===== src/shared/pfsa_pkg.sv =====
/*
  Package for the flash self-access controller: register indices, field
  positions, reset values and timing counts.
  Assumes a 20 MHz core clock and an 8-bit register port.
*/
`default_nettype none

package pfsa_pkg;

  ////////////////////////////////////////////////////////////////////////////
  // Register indices
  localparam logic [2:0] ADDR_DATA_LOW  = 3'h0;
  localparam logic [2:0] ADDR_DATA_HIGH = 3'h1;
  localparam logic [2:0] ADDR_ADDR_LOW  = 3'h2;
  localparam logic [2:0] ADDR_ADDR_HIGH = 3'h3;
  localparam logic [2:0] ADDR_CTRL      = 3'h4;
  localparam logic [2:0] ADDR_UNLOCK    = 3'h5;

  ////////////////////////////////////////////////////////////////////////////
  // Control register fields
  localparam int CTRL_RD_BIT   = 0;
  localparam int CTRL_WR_BIT   = 1;
  localparam int CTRL_WRITE_ENABLE_BIT_BIT = 2;
  localparam int CTRL_ERR_BIT  = 3;

  ////////////////////////////////////////////////////////////////////////////
  // Widths and reset values
  localparam int         DATA_W     = 14;
  localparam int         ADDR_W     = 10;
  localparam int         ROW_WORDS  = 4;
  localparam logic [7:0] RESET_BYTE = 8'h00;

  ////////////////////////////////////////////////////////////////////////////
  // Unlock keys and timing
  localparam logic [7:0] UNLOCK_KEY1 = 8'h55;
  localparam logic [7:0] UNLOCK_KEY2 = 8'hAA;
  localparam int CLK_MHZ       = 20;
  localparam int WRITE_TIME_US = 2000;
  localparam int WRITE_CYCLES  = WRITE_TIME_US * CLK_MHZ;

  typedef enum logic [1:0] {
    PFSA_IDLE,
    PFSA_READ,
    PFSA_ERASE,
    PFSA_PROG
  } pfsa_state_e;

endpackage

`default_nettype wire


===== src/hdl/pfsa_ctrl.sv =====
/*
  Flash program memory self-access controller: six byte registers give the
  CPU indirect single-word read and four-word row write with auto erase.
  Assumes a register port with read data one cycle after the read strobe,
  and a flash array port with one-cycle read and word program/row erase.
*/
// Behaviour
// - CPU reads and writes flash at any time, no special mode.
// - Flash reached only through six indirect registers.
// - Two data registers hold one 14-bit flash word.
// - Two address registers form a 10-bit word address.
// - Word addresses run from 0x000 to 0x3FF.
// - Read moves one word; write commits four words.
// - Row write erases the row first, then programs.
// - Internal timer sets write and erase duration.
// - Setting start bits starts operations; writing zero does nothing.
// - Hardware clears start bits when the operation completes.
// - Write runs only when write enable is set.
// - Write enable is clear after reset.
// - Unlock register stores nothing and reads zero.
// - Unlock register writes form the write unlock sequence.
// - Code protection does not block self-access.
// - Write protect field blocks writes to chosen blocks, never reads.
// - Code protection denies the external programmer access.
`timescale 1ns/1ps
`default_nettype none

module pfsa_ctrl
#(
  parameter int WRITE_CYCLES = pfsa_pkg::WRITE_CYCLES
)
(
  // Clock and reset
  input  wire logic        core_clk_i,
  input  wire logic        rst_i,
  // Register port
  input  wire logic [2:0]  reg_addr_i,
  input  wire logic [7:0]  reg_wdata_i,
  input  wire logic        reg_wr_i,
  input  wire logic        reg_rd_i,
  output logic      [7:0]  reg_rdata_o,
  // Configuration
  input  wire logic [1:0]  write_protect_field_i,
  input  wire logic        code_protect_bit_i,
  // External programmer gate
  output logic             prog_access_ok_o,
  // Flash array port
  output logic [9:0]       fl_addr_o,
  output logic [13:0]      fl_wdata_o,
  output logic             fl_rd_o,
  output logic             fl_erase_o,
  output logic             fl_prog_o,
  input  wire logic [13:0] fl_rdata_i
);

  ////////////////////////////////////////////////////////////////////////////
  // State
  typedef struct packed {
    pfsa_pkg::pfsa_state_e state;
    logic [7:0]  data_low;
    logic [5:0]  data_high;
    logic [7:0]  addr_low;
    logic [7:0]  addr_high;
    logic        rd_bit;
    logic        wr_bit;
    logic        write_enable_bit;
    logic        err;
    logic [1:0]  unlock;
    logic [1:0]  word_idx;
    logic [13:0] buf0;
    logic [13:0] buf1;
    logic [13:0] buf2;
    logic [31:0] timer;
    logic [7:0]  rdata;
    logic        cp_n;
    logic [9:0]  fl_addr;
    logic [13:0] fl_wdata;
    logic        fl_rd;
    logic        fl_erase;
    logic        fl_prog;
  } pfsa_st_s;

  pfsa_st_s st_ff;
  pfsa_st_s nxt_st;

  logic [9:0] waddr;
  logic       blocked;

  assign waddr = {st_ff.addr_high[1:0], st_ff.addr_low};

  // Block write protect, four 256-word blocks by field value
  always_comb
  begin
    unique case (st_ff.addr_high[1:0] >= ~write_protect_field_i)
      1'b1: blocked = (write_protect_field_i != 2'b00);
      default: blocked = 1'b0;
    endcase
  end

  ////////////////////////////////////////////////////////////////////////////
  // Next state
  always_comb
  begin
    nxt_st          = st_ff;
    nxt_st.rdata    = 8'h00;
    nxt_st.fl_rd    = 1'b0;
    nxt_st.fl_erase = 1'b0;
    nxt_st.fl_prog  = 1'b0;
    nxt_st.cp_n     = ~code_protect_bit_i;

    if (reg_rd_i)
    begin
      unique case (reg_addr_i)
        pfsa_pkg::ADDR_DATA_LOW:  nxt_st.rdata = st_ff.data_low;
        pfsa_pkg::ADDR_DATA_HIGH: nxt_st.rdata = {2'b00, st_ff.data_high};
        pfsa_pkg::ADDR_ADDR_LOW:  nxt_st.rdata = st_ff.addr_low;
        pfsa_pkg::ADDR_ADDR_HIGH: nxt_st.rdata = st_ff.addr_high;
        pfsa_pkg::ADDR_CTRL:      nxt_st.rdata = {4'h0, st_ff.err, st_ff.write_enable_bit,
                                                  st_ff.wr_bit, st_ff.rd_bit};
        default:                  nxt_st.rdata = 8'h00;
      endcase
    end

    if (reg_wr_i)
    begin
      unique case (reg_addr_i)
        pfsa_pkg::ADDR_DATA_LOW:  nxt_st.data_low  = reg_wdata_i;
        pfsa_pkg::ADDR_DATA_HIGH: nxt_st.data_high = reg_wdata_i[5:0];
        pfsa_pkg::ADDR_ADDR_LOW:  nxt_st.addr_low  = reg_wdata_i;
        pfsa_pkg::ADDR_ADDR_HIGH: nxt_st.addr_high = reg_wdata_i;
        pfsa_pkg::ADDR_CTRL:
        begin
          nxt_st.write_enable_bit = reg_wdata_i[pfsa_pkg::CTRL_WRITE_ENABLE_BIT_BIT];
          nxt_st.err  = st_ff.err & reg_wdata_i[pfsa_pkg::CTRL_ERR_BIT];
          if (reg_wdata_i[pfsa_pkg::CTRL_RD_BIT] && st_ff.state == pfsa_pkg::PFSA_IDLE)
            nxt_st.rd_bit = 1'b1;
          if (reg_wdata_i[pfsa_pkg::CTRL_WR_BIT] && st_ff.state == pfsa_pkg::PFSA_IDLE)
          begin
            if (st_ff.write_enable_bit && st_ff.unlock == 2'd2 && !blocked)
              nxt_st.wr_bit = 1'b1;
            else
              nxt_st.err = 1'b1;
          end
          nxt_st.unlock = 2'd0;
        end
        pfsa_pkg::ADDR_UNLOCK:
        begin
          if (reg_wdata_i == pfsa_pkg::UNLOCK_KEY1)
            nxt_st.unlock = 2'd1;
          else if (reg_wdata_i == pfsa_pkg::UNLOCK_KEY2 && st_ff.unlock == 2'd1)
            nxt_st.unlock = 2'd2;
          else
            nxt_st.unlock = 2'd0;
        end
        default: ;
      endcase
    end

    unique case (st_ff.state)
      pfsa_pkg::PFSA_IDLE:
      begin
        if (st_ff.rd_bit)
        begin
          nxt_st.state   = pfsa_pkg::PFSA_READ;
          nxt_st.fl_addr = waddr;
          nxt_st.fl_rd   = 1'b1;
        end
        else if (st_ff.wr_bit)
        begin
          unique case (st_ff.addr_low[1:0])
            2'd0: nxt_st.buf0 = {st_ff.data_high, st_ff.data_low};
            2'd1: nxt_st.buf1 = {st_ff.data_high, st_ff.data_low};
            2'd2: nxt_st.buf2 = {st_ff.data_high, st_ff.data_low};
            default:
            begin
              nxt_st.state    = pfsa_pkg::PFSA_ERASE;
              nxt_st.fl_addr  = {waddr[9:2], 2'b00};
              nxt_st.fl_erase = 1'b1;
              nxt_st.timer    = 32'(WRITE_CYCLES);
              nxt_st.word_idx = 2'd0;
            end
          endcase
          if (st_ff.addr_low[1:0] != 2'd3)
            nxt_st.wr_bit = 1'b0;
        end
      end
      pfsa_pkg::PFSA_READ:
      begin
        nxt_st.data_low  = fl_rdata_i[7:0];
        nxt_st.data_high = fl_rdata_i[13:8];
        nxt_st.rd_bit    = 1'b0;
        nxt_st.state     = pfsa_pkg::PFSA_IDLE;
      end
      pfsa_pkg::PFSA_ERASE, pfsa_pkg::PFSA_PROG:
      begin
        if (st_ff.timer != 32'd0)
          nxt_st.timer = st_ff.timer - 32'd1;
        else if (st_ff.state == pfsa_pkg::PFSA_ERASE
                 || st_ff.word_idx != 2'(pfsa_pkg::ROW_WORDS - 1))
        begin
          nxt_st.word_idx = (st_ff.state == pfsa_pkg::PFSA_ERASE) ? 2'd0
                            : st_ff.word_idx + 2'd1;
          nxt_st.state    = pfsa_pkg::PFSA_PROG;
          nxt_st.timer    = 32'(WRITE_CYCLES);
          nxt_st.fl_prog  = 1'b1;
          nxt_st.fl_addr  = {waddr[9:2], nxt_st.word_idx};
          unique case (nxt_st.word_idx)
            2'd0: nxt_st.fl_wdata = st_ff.buf0;
            2'd1: nxt_st.fl_wdata = st_ff.buf1;
            2'd2: nxt_st.fl_wdata = st_ff.buf2;
            default: nxt_st.fl_wdata = {st_ff.data_high, st_ff.data_low};
          endcase
        end
        else
        begin
          nxt_st.wr_bit = 1'b0;
          nxt_st.state  = pfsa_pkg::PFSA_IDLE;
        end
      end
    endcase
  end

  ////////////////////////////////////////////////////////////////////////////
  // Registers
  always_ff @(posedge core_clk_i or posedge rst_i)
  begin
    if (rst_i)
    begin
      st_ff <= '0;
    end
    else
    begin
      st_ff <= nxt_st;
    end
  end

  assign reg_rdata_o      = st_ff.rdata;
  assign prog_access_ok_o = st_ff.cp_n;
  assign fl_addr_o        = st_ff.fl_addr;
  assign fl_wdata_o       = st_ff.fl_wdata;
  assign fl_rd_o          = st_ff.fl_rd;
  assign fl_erase_o       = st_ff.fl_erase;
  assign fl_prog_o        = st_ff.fl_prog;

  ////////////////////////////////////////////////////////////////////////////
  // Checks
  property p_unlock_zero;
    @(posedge core_clk_i) disable iff (rst_i)
    reg_rd_i && reg_addr_i == pfsa_pkg::ADDR_UNLOCK |=> reg_rdata_o == 8'h00;
  endproperty
  a_unlock_zero: assert property (p_unlock_zero) else $error("unlock read not zero");

  property p_read_done;
    @(posedge core_clk_i) disable iff (rst_i)
    st_ff.state == pfsa_pkg::PFSA_READ |=> !st_ff.rd_bit;
  endproperty
  a_read_done: assert property (p_read_done) else $error("read bit not cleared");

  property p_read_data;
    @(posedge core_clk_i) disable iff (rst_i)
    st_ff.state == pfsa_pkg::PFSA_READ
      |=> {st_ff.data_high, st_ff.data_low} == $past(fl_rdata_i);
  endproperty
  a_read_data: assert property (p_read_data) else $error("read word not loaded");

  property p_wr_needs_en;
    @(posedge core_clk_i) disable iff (rst_i)
    $rose(st_ff.wr_bit) |-> $past(st_ff.write_enable_bit);
  endproperty
  a_wr_needs_en: assert property (p_wr_needs_en) else $error("write without enable");

  property p_no_abort;
    @(posedge core_clk_i) disable iff (rst_i)
    st_ff.state == pfsa_pkg::PFSA_PROG && st_ff.timer != 32'd0 |=> st_ff.wr_bit;
  endproperty
  a_no_abort: assert property (p_no_abort) else $error("write aborted");

  property p_erase_first;
    @(posedge core_clk_i) disable iff (rst_i)
    fl_erase_o |-> fl_addr_o[1:0] == 2'b00 && st_ff.state == pfsa_pkg::PFSA_ERASE;
  endproperty
  a_erase_first: assert property (p_erase_first) else $error("erase not row aligned");

  property p_timer;
    @(posedge core_clk_i) disable iff (rst_i)
    fl_prog_o |-> st_ff.timer == 32'(WRITE_CYCLES);
  endproperty
  a_timer: assert property (p_timer) else $error("timer not loaded");

  property p_prog_gate;
    @(posedge core_clk_i) disable iff (rst_i)
    code_protect_bit_i |=> !prog_access_ok_o;
  endproperty
  a_prog_gate: assert property (p_prog_gate) else $error("programmer not gated");

  property p_addr_range;
    @(posedge core_clk_i) disable iff (rst_i)
    fl_rd_o |-> fl_addr_o == $past(waddr);
  endproperty
  a_addr_range: assert property (p_addr_range) else $error("bad read address");

endmodule

`default_nettype wire


===== config.mk =====
export PLATFORM = sky130hd
export DESIGN_NAME = pfsa_ctrl
export DESIGN_NICKNAME = d
export VERILOG_FILES = /design/src/shared/pfsa_pkg.sv /design/src/hdl/pfsa_ctrl.sv
export SDC_FILE = /design/constraint.sdc
export NUM_CORES = 1
export LEC_CHECK = 0
export BUFFER_PORTS_ARGS = -buffer_cell sky130_fd_sc_hd__buf_2
export CAP_MARGIN = 20
export CORE_UTILIZATION = 60
export DETAILED_ROUTE_END_ITERATION = 6
export GPL_TIMING_DRIVEN = 0
export PLACE_DENSITY = 0.78
export SLEW_MARGIN = 20
export SYNTH_ARGS = -nofsm -noshare
export SYNTH_HDL_FRONTEND = slang
export SYNTH_SLANG_ARGS = --single-unit

===== constraint.sdc =====
create_clock -name core_clk_i -period 6.7 [get_ports core_clk_i]
set_input_delay 1.675 -clock core_clk_i [delete_from_list [all_inputs] [get_ports core_clk_i]]
set_output_delay 1.675 -clock core_clk_i [all_outputs]
set_load 0.01 [all_outputs]

Word-level counts from Yosys, hierarchy flattened. Index checks and enable logic that the tools add are counted.

Flip-flop bits (word level): 150. Output and inout port bits: 36.

$add $sub $neg: 2. Magnitude comparators: 1. Equality and inequality tests: 26. Mux-type cells: 60. Bitwise logic cells: 5. Reduce and logical (&&, ||, !) cells: 37.

Operator list (count): 76-bit 2-to-1 mux (2); 32-bit 2-to-1 mux (3); 32-bit one-hot mux with 2 select lines (1); 14-bit 2-to-1 mux (4); 24-bit 2-to-1 mux (2); 14-bit one-hot mux with 3 select lines (1); 8-bit one-hot mux with 5 select lines (1); 36-bit 2-to-1 mux (1); 8-bit 2-to-1 mux (4); 32-bit nonzero test (1); 32-bit by 1-bit subtractor with 32-bit output, second input constant (1); 10-bit 2-to-1 mux (3); 2-bit 2-to-1 mux (12); 10-bit one-hot mux with 2 select lines (1); 1-bit 2-to-1 mux (19); 2-bit nonzero test (8); 2-bit != test, second input constant (7); 2-bit AND reduction (6); 4-bit AND reduction (3); 2-bit equality test, second input constant (5); 5-bit AND reduction (2); 3-bit != test, second input constant (3); 3-bit AND reduction (3); 2-bit by 1-bit equality test with 1-bit output, second input constant (4); other kinds (23) (34).

Longest topological paths before layout. Gate-level depths: netlist of run 1.

Word-level depth: 13. Mapped depth: 9. Depth with buffers taken out: 8.

Worst setup path before layout of run 1. OpenSTA, ideal clock, no wires.

Path type: in2reg. Start point: input reg_addr_i[1]. End point: register st_ff[144] in the netlist's numbering. Library setup time: 0.135 ns. Arrival time: 2.987 ns. Required time: 6.565 ns. Setup slack: 3.578 ns. Stages: 6. Cell sequence: clkbuf_1 > nor2_1 > and2_1 > clkbuf_1 > mux2i_1 > o21ai_0.

Cells in the longest elaborated chain, start to end: 3.

Ends and longest elaborated chain: start, declared (line pfsa_ctrl.sv:37) `input wire logic [2:0] reg_addr_i,`; 3-bit logical NOT (line pfsa_ctrl.sv:126) `unique case (reg_addr_i)`; 2-bit nonzero test (no line); 2-bit AND reduction (no line); end signal, assigned (line pfsa_ctrl.sv:233) `st_ff <= nxt_st;`; end, declared (line pfsa_ctrl.sv:83) `pfsa_st_s st_ff;`.

Every way passes these cells. A chain may end at the register's enable or synchronous reset.

Final worst setup path of run 1.
Start point: input reg_addr_i[0]. End point: register st_ff[146] in the netlist's numbering.

Same word-level chain as after synthesis.

==> results of run 1 <==
[layout by cell type, fill, tap and decap left out, types with 5 or more instances in the layout]
| cell | synthesis | routed |
|---|---|---|
| a21oi_1 | 35 | 35 |
| a21oi_2 | 7 | 7 |
| a22oi_1 | 17 | 17 |
| a2bb2oi_1 | 6 | 6 |
| a31oi_1 | 6 | 6 |
| and2_1 | 7 | 7 |
| buf_2 | 3 | 68 |
| buf_4 | 32 | 32 |
| bufinv_16 | 0 | 6 |
| clkbuf_1 | 33 | 35 |
| clkbuf_16 | 0 | 17 |
| dfrtp_1 | 150 | 150 |
| ha_1 | 5 | 5 |
| inv_1 | 14 | 13 |
| mux2_2 | 81 | 81 |
| mux2i_1 | 22 | 22 |
| nand2_1 | 55 | 55 |
| nand2b_1 | 6 | 6 |
| nand3_1 | 17 | 17 |
| nor2_1 | 43 | 43 |
| nor2b_1 | 8 | 8 |
| nor3_1 | 9 | 9 |
| nor4_1 | 6 | 6 |
| o21ai_0 | 38 | 38 |
| o21ai_2 | 5 | 5 |
| o221ai_1 | 7 | 7 |
| o22ai_1 | 6 | 6 |
| o31ai_1 | 18 | 18 |
| o41ai_1 | 6 | 6 |
| or4_1 | 17 | 17 |
| or4_2 | 5 | 5 |
[registers in the layout, summed over array words and instances, names as in the netlist]
name,flops
fl_wdata_o,14
reg_rdata_o,8
fl_rd_o,1
fl_erase_o,1
st_ff,114
prog_access_ok_o,1
fl_prog_o,1
fl_addr_o,10
[per-layer routing]
metal | vias up | GRT usage (%) | share of wire, %
met3 | 51 | 7.008 | 7.3
met5 | - | 0 | 0
met2 | 276 | 48.02 | 48
li1 | 2824 | - | -
met1 | 3094 | 41.38 | 42
met4 | 0 | 12.91 | 2.6
[where the power goes]
group / switching [W] / total [W] / internal (W) / leakage, nW
clock: 0.000371 / 0.00110 / 0.000731 / 0.335
sequential: 0.000135 / 0.00115 / 0.00101 / 2.02
combinational: 0.000201 / 0.000409 / 0.000208 / 1.88
[layout make-up]
cell class / instances / share of cell area (%)
buffer: 77 / 5.214
clock buffer: 22 / 5.242
clock inverter: 10 / 2.379
inverter: 15 / 0.7054
multi-input combinational: 484 / 38.69
sequential: 150 / 41.49
tap: 172 / 2.379
timing repair buffer: 66 / 3.900
[kinds of logic after synthesis]
kind of cell | after synthesis
adders and majority gates | 5
DFF | 150
and+or+nand+nor | 212
AOI/OAI and AO/OA | 162
muxes | 105
buffers and inverters | 92
[synthesized netlist by cell type (6+ instances only)]
cell	instances	share of area [%]
o221ai_1	7	0.79
nor2_1	43	2.1
a22oi_1	17	1.6
a21oi_2	7	0.79
nor2b_1	8	0.64
a2bb2oi_1	6	0.68
a21oi_1	35	2.3
or4_1	17	1.6
and2_1	7	0.56
dfrtp_1	150	48
o21ai_0	38	2.4
o22ai_1	6	0.48
buf_4	32	3.1
o31ai_1	18	1.7
mux2_2	81	12
nor4_1	6	0.48
nor3_1	9	0.58
a31oi_1	6	0.48
inv_1	14	0.68
nand2b_1	6	0.48
o41ai_1	6	0.68
nand2_1	55	2.7
nand3_1	17	1.1
mux2i_1	22	2.8
clkbuf_1	33	1.6
[per-stage QoR]
| stage | total power, W | setup slack, ps | hold WS, ps |
|---|---|---|---|
| after floorplan | 0.001388 | 988.6 | 444.1 |
| after global placement | 0.001522 | -470.9 | 464.9 |
| after detailed placement | 0.001547 | 3228 | 471.4 |
| after CTS | 0.002660 | 3547 | 485.0 |
| after global routing | 0.002752 | 3253 | 509.0 |
| final | 0.002657 | 3465 | 480.0 |
[worst max path at each step]
stage                    to  slack [ps]
4_1_cts           st_ff[59]        3550
3_3_place_gp      fl_prog_o        -470
5_1_grt           st_ff[57]        3250
2_1_floorplan  fl_addr_o[0]         990
3_5_place_dp     st_ff[132]        3230
6_report         st_ff[146]        3460
[critical path: cells and delay by family]
family,cells,cell delay [ps]
and+or+nand+nor,2,710
AOI/OAI and AO/OA,1,130
buffers and inverters,2,670
muxes,1,340
==> results.sh, run 1 <==
export IMPL_synthMuxAreaShare_pct=15.13
export IMPL_via_count=6245
export IMPL_cpMostUsedCell="clkbuf_1"
export IMPL_die_x_microns=115.9
export IMPL_fin_util_pct=71.68
export IMPL_worstSetupEndpointType="flip-flop"
export IMPL_synthSimpleGateAreaFrac_pct=15.32
export IMPL_areaGrowthSynthToFinish_pct=16.26
export IMPL_fp_dieH_microns=115.9
export IMPL_htree_levels=4
export IMPL_synth_edf_count=0
export IMPL_grt_usage_pct=30.70
export IMPL_hold_depth=2
export IMPL_grt_max_degree=82
export IMPL_worstPathArrival_ps=3520
export IMPL_post_drt_via_cell_ratio=6.270
export IMPL_maxSlewViolCount=0
export IMPL_clk_pin_slew_worst_paths_ps=60
export IMPL_max_stage_delay_ps=500
export IMPL_antenna_found_initial=0
export IMPL_dpl_cell_count=964
export IMPL_clockBufferDepth=2
export IMPL_synthCells=726
export IMPL_fin_skew_ps=9.485
export IMPL_placedInstanceArea_sq_mm=0.008357
export IMPL_synth_async_reset_ratio_pct=100.0
export IMPL_synth_nets=763
export IMPL_wl_per_cell_microns=19.34
export IMPL_hp_start="fl_wdata_o[7]"
export IMPL_drt_wl_total_microns=19270
export IMPL_antennaDiodeCount=0
export IMPL_final_cells=996
export IMPL_setup_violations=0
export IMPL_critPathSlowestCell="nor2_1"
export IMPL_synth_warning_count=0
export IMPL_peakVddDrop_v=0.0002700
export IMPL_fin_tns_setup_ps=0
export IMPL_cts_resized=0
export IMPL_cp_required_ps=6980
export IMPL_path_cells="clkbuf_1 > nor2_1 > and2_1 > clkbuf_1 > mux2i_1 > o21ai_0"
export IMPL_place_congestion=0.9042
export IMPL_status="complete, no violations"
export IMPL_critPathMaxFanout=9
export IMPL_layout_min_cycle_time_ps=3235
export IMPL_rr_endpoint="st_ff[59]"
export IMPL_root_buffer="clkbuf_16"
export IMPL_insertion_delay_ps=430
export IMPL_num_rows=41
export IMPL_final_area_sq_mm=0.009046
export IMPL_ant_nets=0
export IMPL_power_density_mw_per_mm2=293.7
export IMPL_max_clock_freq_ghz=0.3091
export IMPL_core_area_sq_mm=0.01262
export IMPL_hold_end="fl_wdata_o[7]"
export IMPL_power_leakage_nw=4.228
export IMPL_synthAdderAreaFrac_pct=0.8040
export IMPL_ctsHoldBuffers=0
export IMPL_drc_errors=0
export IMPL_multiInputGateArea_sq_mm=0.003500
export IMPL_grt_pass1_wl_microns=31060
export IMPL_slew_headroom_pct=36.15
export IMPL_finalHoldViolations=0
export IMPL_ff_latch_area_sq_mm=0.003754
export IMPL_drv_cap=0
export IMPL_synth_ff_latch_count=150
export IMPL_synth_compound_area_share_pct=13.72
export IMPL_ys_flop_type="dfrtp_1"
export IMPL_synth_xor_area_share_pct=0
export IMPL_grt_overflow_total=0
export IMPL_io_buffers=65
export IMPL_finalCritPeriodShare_pct=48.28
export IMPL_netlist_area_sq_mm=0.007781
export IMPL_final_nets=848
export IMPL_drt_pass1_iterations=5
export IMPL_die_area_sq_mm=0.01343
export IMPL_clock_sinks=150
export IMPL_start_kind="input pin"
export IMPL_worst_slew_pin_slew_ps=954.3
export IMPL_r2r_start="st_ff[36]"
export IMPL_critical_path_class="input pin to flip-flop"
export IMPL_grt_pass1_vias=6101
export IMPL_dp_hpwl_microns=13080
export IMPL_seq_area_frac_synth_pct=48.24
export IMPL_synthDistinctLibCells=62
export IMPL_ioPinCount=68
export IMPL_r2r_slack_ps=3490
export IMPL_rsz0062_at_grt="no"
export IMPL_synth_top_family_by_area="simple AND/OR/NAND/NOR gates"
export IMPL_drive_gt1_share_pct=31.19
export IMPL_r2r_worst_path_cells=8
export IMPL_num_fill_cells=931
export IMPL_cts_buffers=17
export IMPL_cts_tree="built"
export IMPL_synth_area_per_cell_sq_um=10.72
export IMPL_cts_setup_buffers=0
export IMPL_crit_start="reg_addr_i[0]"
export IMPL_hp_class="flip-flop to flip-flop"
export IMPL_start_util_pct=61.66
export IMPL_drtIter0Drc=442
(Power assumes the default switching activity.)
==> run 2, diff against run 1 <==
- clock period: 6.7 -> 3.1 ns (I/O delays scaled with it)
==> results.sh, run 2 (same netlist as run 1, synthesis figures left out) <==
export IMPL_num_fill_cells=911
export IMPL_antenna_found_initial=0
export IMPL_setup_violations=0
export IMPL_design_power_total_w=0.005431
export IMPL_areaGrowthSynthToFinish_pct=16.61
export IMPL_place_congestion=0.8711
export IMPL_antennaDiodeCount=0
export IMPL_worstSetupEndpointType="flip-flop"
export IMPL_core_area_sq_mm=0.01262
export IMPL_r2r_start="st_ff[40]"
export IMPL_seqPwrFrac_pct=45.3
export IMPL_layout_commonest_cell="dfrtp_1"
export IMPL_grt_pass1_vias=6039
export IMPL_wl_per_cell_microns=18.90
export IMPL_die_area_sq_mm=0.01343
export IMPL_die_x_microns=115.9
export IMPL_critPathMaxFanout=9
export IMPL_peakVddDrop_v=0.0004520
export IMPL_critical_path_class="flip-flop to flip-flop"
export IMPL_dp_hpwl_microns=13080
export IMPL_largest_register="st_ff"
export IMPL_layout_min_cycle_time_ps=2993
export IMPL_multiInputGateArea_sq_mm=0.003533
export IMPL_p_comb_share_pct=16.1
export IMPL_cts_tree="built"
export IMPL_grt_pass1_wl_microns=30500
export IMPL_clockBufferDepth=2
export IMPL_power_density_mw_per_mm2=598.5
export IMPL_largest_register_ffs=114
export IMPL_io_buffers=65
export IMPL_finalHoldViolations=0
export IMPL_drive_gt1_share_pct=32.69
export IMPL_crit_start="st_ff[40]"
export IMPL_status="complete, no violations"
export IMPL_fp_dieH_microns=115.9
export IMPL_ff_latch_area_sq_mm=0.003754
export IMPL_max_clock_freq_ghz=0.3341
export IMPL_final_cell_mix="dfrtp_1, mux2_2, buf_2"
export IMPL_drt_wl_total_microns=18970
export IMPL_power_leakage_nw=4.232
export IMPL_grt_max_degree=37
export IMPL_slew_headroom_pct=44.45
export IMPL_post_drt_via_cell_ratio=6.232
export IMPL_hp_class="input pin to async pin"
export IMPL_p_clk_share_pct=38.6
export IMPL_drt_pass1_iterations=5
export IMPL_clock_sinks=150
export IMPL_fin_skew_ps=5.207
export IMPL_final_nets=856
export IMPL_via_count=6257
export IMPL_cts_buffers=17
export IMPL_p_sw_w=0.001582
export IMPL_num_rows=41
export IMPL_drc_errors=0
export IMPL_p_int_w=0.003849
export IMPL_drv_cap=0
export IMPL_grt_usage_pct=29.90
export IMPL_worstPathArrival_ps=3340
export IMPL_cp_required_ps=3440
export IMPL_start_kind="flip-flop"
export IMPL_start_util_pct=61.66
export IMPL_switching_share_pct=29.13
export IMPL_clk_pin_slew_worst_paths_ps=60
export IMPL_ant_nets=0
export IMPL_drtIter0Drc=457
export IMPL_root_buffer="clkbuf_16"
export IMPL_maxSlewViolCount=0
export IMPL_finalCritPeriodShare_pct=96.55
export IMPL_ioPinCount=68
export IMPL_fin_util_pct=71.90
export IMPL_htree_levels=4
export IMPL_grt_overflow_total=0
export IMPL_insertion_delay_ps=430
export IMPL_worst_slew_pin_slew_ps=822.5
## run 2: repair_timing
item / CTS / global route
pin swaps: 1 / 1
buffers inserted: 2 / 3
hold buffers: 0 / 0
endpoints found under the setup margin: 11 / 40
gates resized for setup: 1 / 7
## run 2: final timing paths
kind	to	slack, ps	cells after the start
max	st_ff[57]	110	7
min	reg_rdata_o[3]	430	2
max reg2reg	st_ff[57]	110	7
min reg2reg	fl_wdata_o[9]	480	2
max in group asynchronous	st_ff[104]	1880	4
min in group core_clk_i	fl_wdata_o[9]	480	2
## run 2: power by group through the flow
stage	sequential (W)	combinational (W)	clock (W)
global route	0.00248	0.000961	0.00219
CTS	0.00245	0.000877	0.00211
floorplan	0.00236	0.000637	0
global placement	0.00246	0.000826	0
detailed placement	0.00248	0.000863	0
finish	0.00246	0.000874	0.00210
## run 2: stage by stage
step           area (sq um)  std cells  setup TNS [ps]  hold slack (ps)  setup WS (ps)
2_1_floorplan          7785        726               0            444.1          374.9
3_3_place_gp           8325        963          -58870            463.5         -404.1
3_5_place_dp           8406        967          -627.2            471.9         -92.01
4_1_cts                9020       1001               0            440.1          44.07
5_1_grt                9074       1004          -15.96            464.4         -15.96
6_report               9074       1004               0            430.0          107.0
## run 2: cell type report
type,instances,share of cell area [%]
repair buffers,74,4.881
multi-input cells,484,38.94
well taps,172,2.372
flip-flops and latches,150,41.37
inverters,15,0.6619
clock inverters,15,1.875
clock buffers,17,4.688
plain buffers,77,5.212
## run 2: worst max-delay path, stage by stage, from the launching register on
cell,delay [ps]
dfrtp_1,360
buf_2,160
or4_1,520
clkbuf_1,270
nor4_4,470
nand2_1,280
or4_2,670
a21oi_1,170
## run 2: per-layer routing
| layer | global-route usage (%) | part of all wire, % | vias up | wire length, microns |
|---|---|---|---|---|
| li1 | - | - | 2828 | - |
| met2 | 46.98 | 48 | 256 | 9060 |
| met4 | 10.60 | 1.8 | 0 | 335 |
| met5 | 0 | 0 | - | 0 |
| met3 | 5.910 | 6.8 | 36 | 1284 |
| met1 | 41.51 | 44 | 3137 | 8291 |
